[src/lsd_pkg.sv]
// Constants shared by the legacy segment descriptor checker and its decoder.
// Assumes a plain register port with byte addresses and 32-bit data.
package lsd_pkg;

  // ----------------------------------------------------------------
  // Register offsets (byte addresses)
  // ----------------------------------------------------------------
  localparam logic [7:0] LSD_OFF_DESC_LO = 8'h00;
  localparam logic [7:0] LSD_OFF_DESC_HI = 8'h04;
  localparam logic [7:0] LSD_OFF_OFFSET = 8'h08;
  localparam logic [7:0] LSD_OFF_CTRL = 8'h0c;
  localparam logic [7:0] LSD_OFF_CMD = 8'h10;
  localparam logic [7:0] LSD_OFF_STATUS = 8'h14;
  localparam logic [7:0] LSD_OFF_BASE = 8'h18;
  localparam logic [7:0] LSD_OFF_LIMIT = 8'h1c;
  localparam logic [7:0] LSD_OFF_ATTR = 8'h20;
  localparam logic [7:0] LSD_OFF_CS_BASE = 8'h24;
  localparam logic [7:0] LSD_OFF_CS_LIMIT = 8'h28;
  localparam logic [7:0] LSD_OFF_COUNT = 8'h2c;

  // ----------------------------------------------------------------
  // Descriptor field positions in the high doubleword
  // ----------------------------------------------------------------
  localparam int LSD_HI_BASE_LO_MSB = 7;
  localparam int LSD_HI_ACC = 8;
  localparam int LSD_HI_RD = 9;
  localparam int LSD_HI_CONF = 10;
  localparam int LSD_HI_CODE = 11;
  localparam int LSD_HI_CLASS = 12;
  localparam int LSD_HI_DPL_LSB = 13;
  localparam int LSD_HI_PRESENT = 15;
  localparam int LSD_HI_LIM_LSB = 16;
  localparam int LSD_HI_AVL = 20;
  localparam int LSD_HI_SIZE = 22;
  localparam int LSD_HI_GRAN = 23;
  localparam int LSD_HI_BASE_HI_LSB = 24;

  // Control register field positions
  localparam int LSD_CTRL_SIZE_LSB = 0;
  localparam int LSD_CTRL_CPL_LSB = 4;
  localparam int LSD_CTRL_OP_PREF = 8;
  localparam int LSD_CTRL_AD_PREF = 9;

  // Limit scaling: a 4096-byte block leaves twelve low offset bits free
  localparam int LSD_GRAN_BYTES = 4096;
  localparam logic [11:0] LSD_GRAN_FILL = 12'(LSD_GRAN_BYTES - 1);

  // Reset values
  localparam logic [31:0] LSD_RST_WORD = 32'h0000_0000;
  localparam logic [15:0] LSD_RST_COUNT = 16'h0000;

  // ----------------------------------------------------------------
  // Enumerations
  // ----------------------------------------------------------------
  typedef enum logic [1:0] {
    LSD_KIND_READ = 2'b00,
    LSD_KIND_WRITE = 2'b01,
    LSD_KIND_LOAD_CS = 2'b10,
    LSD_KIND_NONE = 2'b11
  } lsd_kind_e;

  typedef enum logic [1:0] {
    LSD_FAULT_NONE = 2'b00,
    LSD_FAULT_GP = 2'b01,
    LSD_FAULT_NP = 2'b10
  } lsd_fault_e;

  typedef enum logic {
    LSD_ST_IDLE = 1'b0,
    LSD_ST_CHECK = 1'b1
  } lsd_state_e;

endpackage

[src/lsd_dec_if.sv]
// Carrier between the checker and its descriptor field decoder.
// Assumes both ends sit on the same clock; the decoder is combinational.
`timescale 1ns/10ps
interface lsd_dec_if;
  logic [31:0] desc_lo;
  logic [31:0] desc_hi;
  logic [31:0] base;
  logic [19:0] limit_raw;
  logic [31:0] limit_eff;
  logic [1:0] descriptor_privilege_level;
  logic user_seg;
  logic [3:0] seg_type;
  logic is_code;
  logic conforming;
  logic readable;
  logic accessed;
  logic present;
  logic gran;
  logic size32;
  logic size_valid;

  modport src (
    output desc_lo,
    output desc_hi,
    input base,
    input limit_raw,
    input limit_eff,
    input descriptor_privilege_level,
    input user_seg,
    input seg_type,
    input is_code,
    input conforming,
    input readable,
    input accessed,
    input present,
    input gran,
    input size32,
    input size_valid
  );

  modport dec (
    input desc_lo,
    input desc_hi,
    output base,
    output limit_raw,
    output limit_eff,
    output descriptor_privilege_level,
    output user_seg,
    output seg_type,
    output is_code,
    output conforming,
    output readable,
    output accessed,
    output present,
    output gran,
    output size32,
    output size_valid
  );
endinterface

[src/lsd_decode.sv]
// Field decoder for one 8-byte legacy segment descriptor.
// Assumes the low doubleword is byte +0 and the high doubleword byte +4.
`timescale 1ns/10ps
module lsd_decode
  import lsd_pkg::*;
(
  // Descriptor in, fields out
  lsd_dec_if.dec d
);

  // ----------------------------------------------------------------
  // Field extraction
  // ----------------------------------------------------------------
  assign d.base = {d.desc_hi[31:LSD_HI_BASE_HI_LSB], d.desc_hi[LSD_HI_BASE_LO_MSB:0], d.desc_lo[15:0]};
  assign d.limit_raw = {d.desc_hi[LSD_HI_LIM_LSB+3:LSD_HI_LIM_LSB], d.desc_lo[15:0]};
  assign d.gran = d.desc_hi[LSD_HI_GRAN];
  // A raw zero gives last offset 0 (one byte) or 4095 when scaled
  assign d.limit_eff = d.gran ? {d.limit_raw, LSD_GRAN_FILL} : {12'h000, d.limit_raw};
  assign d.user_seg = d.desc_hi[LSD_HI_CLASS];
  assign d.seg_type = d.desc_hi[LSD_HI_CODE:LSD_HI_ACC];
  assign d.descriptor_privilege_level = d.desc_hi[LSD_HI_DPL_LSB+1:LSD_HI_DPL_LSB];
  assign d.present = d.desc_hi[LSD_HI_PRESENT];

  // ----------------------------------------------------------------
  // Code type decode: 8 execute-only up to F conforming readable accessed
  // ----------------------------------------------------------------
  assign d.is_code = d.user_seg & d.seg_type[3];
  assign d.conforming = d.is_code & d.seg_type[2];
  assign d.readable = d.is_code & d.seg_type[1];
  assign d.accessed = d.seg_type[0];

  // Size bit carries no meaning for system descriptors
  assign d.size_valid = d.user_seg;
  assign d.size32 = d.user_seg & d.desc_hi[LSD_HI_SIZE];

endmodule

[src/flat_wrapper.sv]
// flat-port wrapper written by rule: the top's interface ports become plain ports
module lsd_decode_flat import lsd_pkg::*;
  (d_desc_lo, d_desc_hi, d_base, d_limit_raw, d_limit_eff, d_descriptor_privilege_level, d_user_seg, d_seg_type, d_is_code, d_conforming, d_readable, d_accessed, d_present, d_gran, d_size32, d_size_valid);
  lsd_dec_if d_i ();
  input wire logic [$bits(d_i.desc_lo)-1:0] d_desc_lo;
  input wire logic [$bits(d_i.desc_hi)-1:0] d_desc_hi;
  output wire logic [$bits(d_i.base)-1:0] d_base;
  output wire logic [$bits(d_i.limit_raw)-1:0] d_limit_raw;
  output wire logic [$bits(d_i.limit_eff)-1:0] d_limit_eff;
  output wire logic [$bits(d_i.descriptor_privilege_level)-1:0] d_descriptor_privilege_level;
  output wire logic [$bits(d_i.user_seg)-1:0] d_user_seg;
  output wire logic [$bits(d_i.seg_type)-1:0] d_seg_type;
  output wire logic [$bits(d_i.is_code)-1:0] d_is_code;
  output wire logic [$bits(d_i.conforming)-1:0] d_conforming;
  output wire logic [$bits(d_i.readable)-1:0] d_readable;
  output wire logic [$bits(d_i.accessed)-1:0] d_accessed;
  output wire logic [$bits(d_i.present)-1:0] d_present;
  output wire logic [$bits(d_i.gran)-1:0] d_gran;
  output wire logic [$bits(d_i.size32)-1:0] d_size32;
  output wire logic [$bits(d_i.size_valid)-1:0] d_size_valid;
  assign d_i.desc_lo = d_desc_lo;
  assign d_i.desc_hi = d_desc_hi;
  assign d_base = d_i.base;
  assign d_limit_raw = d_i.limit_raw;
  assign d_limit_eff = d_i.limit_eff;
  assign d_descriptor_privilege_level = d_i.descriptor_privilege_level;
  assign d_user_seg = d_i.user_seg;
  assign d_seg_type = d_i.seg_type;
  assign d_is_code = d_i.is_code;
  assign d_conforming = d_i.conforming;
  assign d_readable = d_i.readable;
  assign d_accessed = d_i.accessed;
  assign d_present = d_i.present;
  assign d_gran = d_i.gran;
  assign d_size32 = d_i.size32;
  assign d_size_valid = d_i.size_valid;
  lsd_decode u_core (.d(d_i));
endmodule
[config.mk]
export PLATFORM = sky130hd
export DESIGN_NAME = lsd_decode_flat
export DESIGN_NICKNAME = d
export VERILOG_FILES = /design/src/lsd_pkg.sv /design/src/lsd_dec_if.sv /design/src/lsd_decode.sv /design/src/flat_wrapper.sv
export SDC_FILE = /design/constraint.sdc
export NUM_CORES = 1
export LEC_CHECK = 0
export BUFFER_PORTS_ARGS = -buffer_cell sky130_fd_sc_hd__buf_2
export CORE_AREA = 2 2 63 65
export DETAILED_ROUTE_END_ITERATION = 6
export DIE_AREA = 0 0 65 67
export GPL_ROUTABILITY_DRIVEN = 1
export PLACE_DENSITY = 0.8
export SYNTH_ARGS = -nofsm -noshare
export SYNTH_HDL_FRONTEND = slang
export SYNTH_SLANG_ARGS = --single-unit
[constraint.sdc]
create_clock -name vclk -period 1.55
set_clock_uncertainty 0.05 [all_clocks]
set_input_delay 0.155 -clock vclk [all_inputs]
set_output_delay 0.155 -clock vclk [all_outputs]
set_load 0.01 [all_outputs]
==> impl_metrics.yaml <==
sta:
  number_of_max_slew_violations_in_the_final_report: 0
  setup_ws_ns: 0.2316
  slew_at_the_pin_closest_to_its_max_slew_limit_ns: 0.5291
  timing.final.hold_violations: 0
  layout_worst_path_cycle_share_pct: 85.06
  setup_viol_count_final: 0
  timing.slew.headroom_pct: 64.73
  grt_setup_unrepaired: "no"
  fmax_ghz: 0.7585
  final_period_minus_worst_setup_slack_ns: 1.318
  final.setup.tns_ns: 0
run_status:
  result_of_the_run: "finished clean"
setup_path:
  worstSetupStartpoint: "d_desc_hi[23]"
  worst_path_max_delay_cell: "buf_2"
  timing.critical_path.slowest_cell_delay_ns: 0.43
  critical_path_cell_count: 3
  cp_top_family: "buffers and inverters"
  cp_cell_sequence: "buf_2 -> mux2_2 -> buf_2"
  critPathBufInv: 2
  timing.critical_path.arrival_ns: 1.11
  critical-path-top-cell-by-count: "buf_2"
  timing.critical_path.fanout_max: 33
  criticalPathCategory: "primary input to output port"
  worst_ep_required_time_ns: 1.34
  setup.worst_path.end_class: "output port"
  timing.critical_path.from_type: "primary input"
finish:
  antennaDiodeCount: 0
  finish.instance_area_sq_um: 870.8
  area_delta_synth_final_pct: 11.00
  layout.cells.most_common: "buf_2"
  num-nets-final: 206
  multi_input_comb_area_sq_um: 290.3
  most-common-layout-cells: "buf_2, and2_1, or2_2"
  seqCellArea_sq_um: 0
  layout-drive-gt1-share_pct: 90.00
  layout.filler_cells: 416
  clock_buffer_count: 0
  design.seq.count: 0
placement:
  placedInstanceArea_sq_um: 870.8
  pre_cts_ws_ns: 0.2180
  weighted_congestion_reported_at_the_end_of_routability_driven_placement: 0.6372
  place.port_buffers: 104
pwr:
  power_density_nw_per_um2: 316.1
  static-leakage-power_uw: 0.0005492
  vdd_drop_max_uv: 98.10
route:
  initialDrtViolationCount: 2
  route.vias.total: 683
  per_cell_routed_wire_length_microns: 8.298
  drtPass1Iterations: 2
  detail_route.drc_violations: 0
  drt-vias-per-instance: 3.633
  wirelength_microns: 1560
  final_antenna_net_count: 0
die:
  row_count: 22
  design.die.area_sq_um: 4355
  die_x_microns: 65
  design.portCount: 163
  die_y_microns: 67
  floorplan.core_area_sq_um: 3606
  starting_density_of_the_core_pct: 21.76
yosys:
  yosys_warn_count: 0
  syn-instance-count: 102
  nets_in_the_synthesized_netlist: 166
  synth.avg_cell_area_sq_um: 7.691
  seq_area_frac_synth_pct: 0
  distinct_cells_synth: 9
  post_synthesis_cell_area_sq_um: 784.5
grt:
  grt_use_met3_pct: 1.014
  gr-max-usage-layer: "met2"
  grt_use_total_pct: 5.078
  grt.met1_usage_pct: 4.700
  gr_ovfl_total: 0
  via_count_of_the_first_global_routing_pass: 414
  grt_util_met2_pct: 10.31
  grt_pass1_wl_microns: 1821
  grt_antenna_before_repair: 0
  grt_max_degree: 34
worst_hold_path:
  min_path_cells: 0
  hold-path-endpoint: "d_base[18]"
  hold_path_class: "primary input to output port"
  hold_path.startpoint: "d_desc_hi[2]"
clocking:
  cts.repair_timing.setup_buffer_count: 0
  cts-hold-fix-buffers: 0
  cts.repair.resized: 0
flow_run:
  cap_violations: 0
per-layer routing:
metal  up-vias  share of wire [%]
li1        328                  -
met1       272                 31
met2        73                 47
met3        10                 18
met4         0                3.7
met5         -                  0
cell usage after synthesis, drive strengths merged:
master	n	area share [%]
or2	12	9.6
mux2	8	14
and2	14	11
clkbuf	2	1.3
buf	64	62
and3	2	1.6
power by group:
part	switching [uW]	total, uW	internal [uW]
combinational	137	275	138
clock	0	0	0
sequential	0	0	0
how the worst max path moves through the flow:
stage                 endpoint  slack [ns]
2_1_floorplan  d_limit_eff[10]        0.75
6_report       d_limit_eff[12]        0.23
4_1_cts        d_limit_eff[12]        0.22
5_1_grt        d_limit_eff[12]        0.14
3_3_place_gp   d_limit_eff[12]        0.22
3_5_place_dp   d_limit_eff[12]        0.22
stage by stage:
step	cells	utilization [%]	hold slack [ns]	power (uW)
detailed placement	188	24.15	0.2601	279.4
finish	188	24.15	0.2600	275.3
floorplan	102	-	0.3518	264.9
global route	188	24.15	0.2600	299.7
CTS	188	24.15	0.2601	279.9
global placement	188	24.15	0.2601	276.6
kinds of logic (layout without fill, tap and decap cells):
| family | after synthesis | count (layout) | synth area share (%) |
|---|---|---|---|
| buffers and inverters | 66 | 104 | 63.00 |
| multiplexers | 8 | 8 | 14.35 |
| AND/OR/NAND/NOR | 28 | 28 | 22.65 |
layout make-up:
| cell class | count | share of cell area (%) |
|---|---|---|
| Multi-Input combinational cell | 36 | 33.33 |
| Tap cell | 48 | 6.897 |
| Timing Repair Buffer | 104 | 59.77 |
No activity file was read; power rests on OpenSTA's default activity.
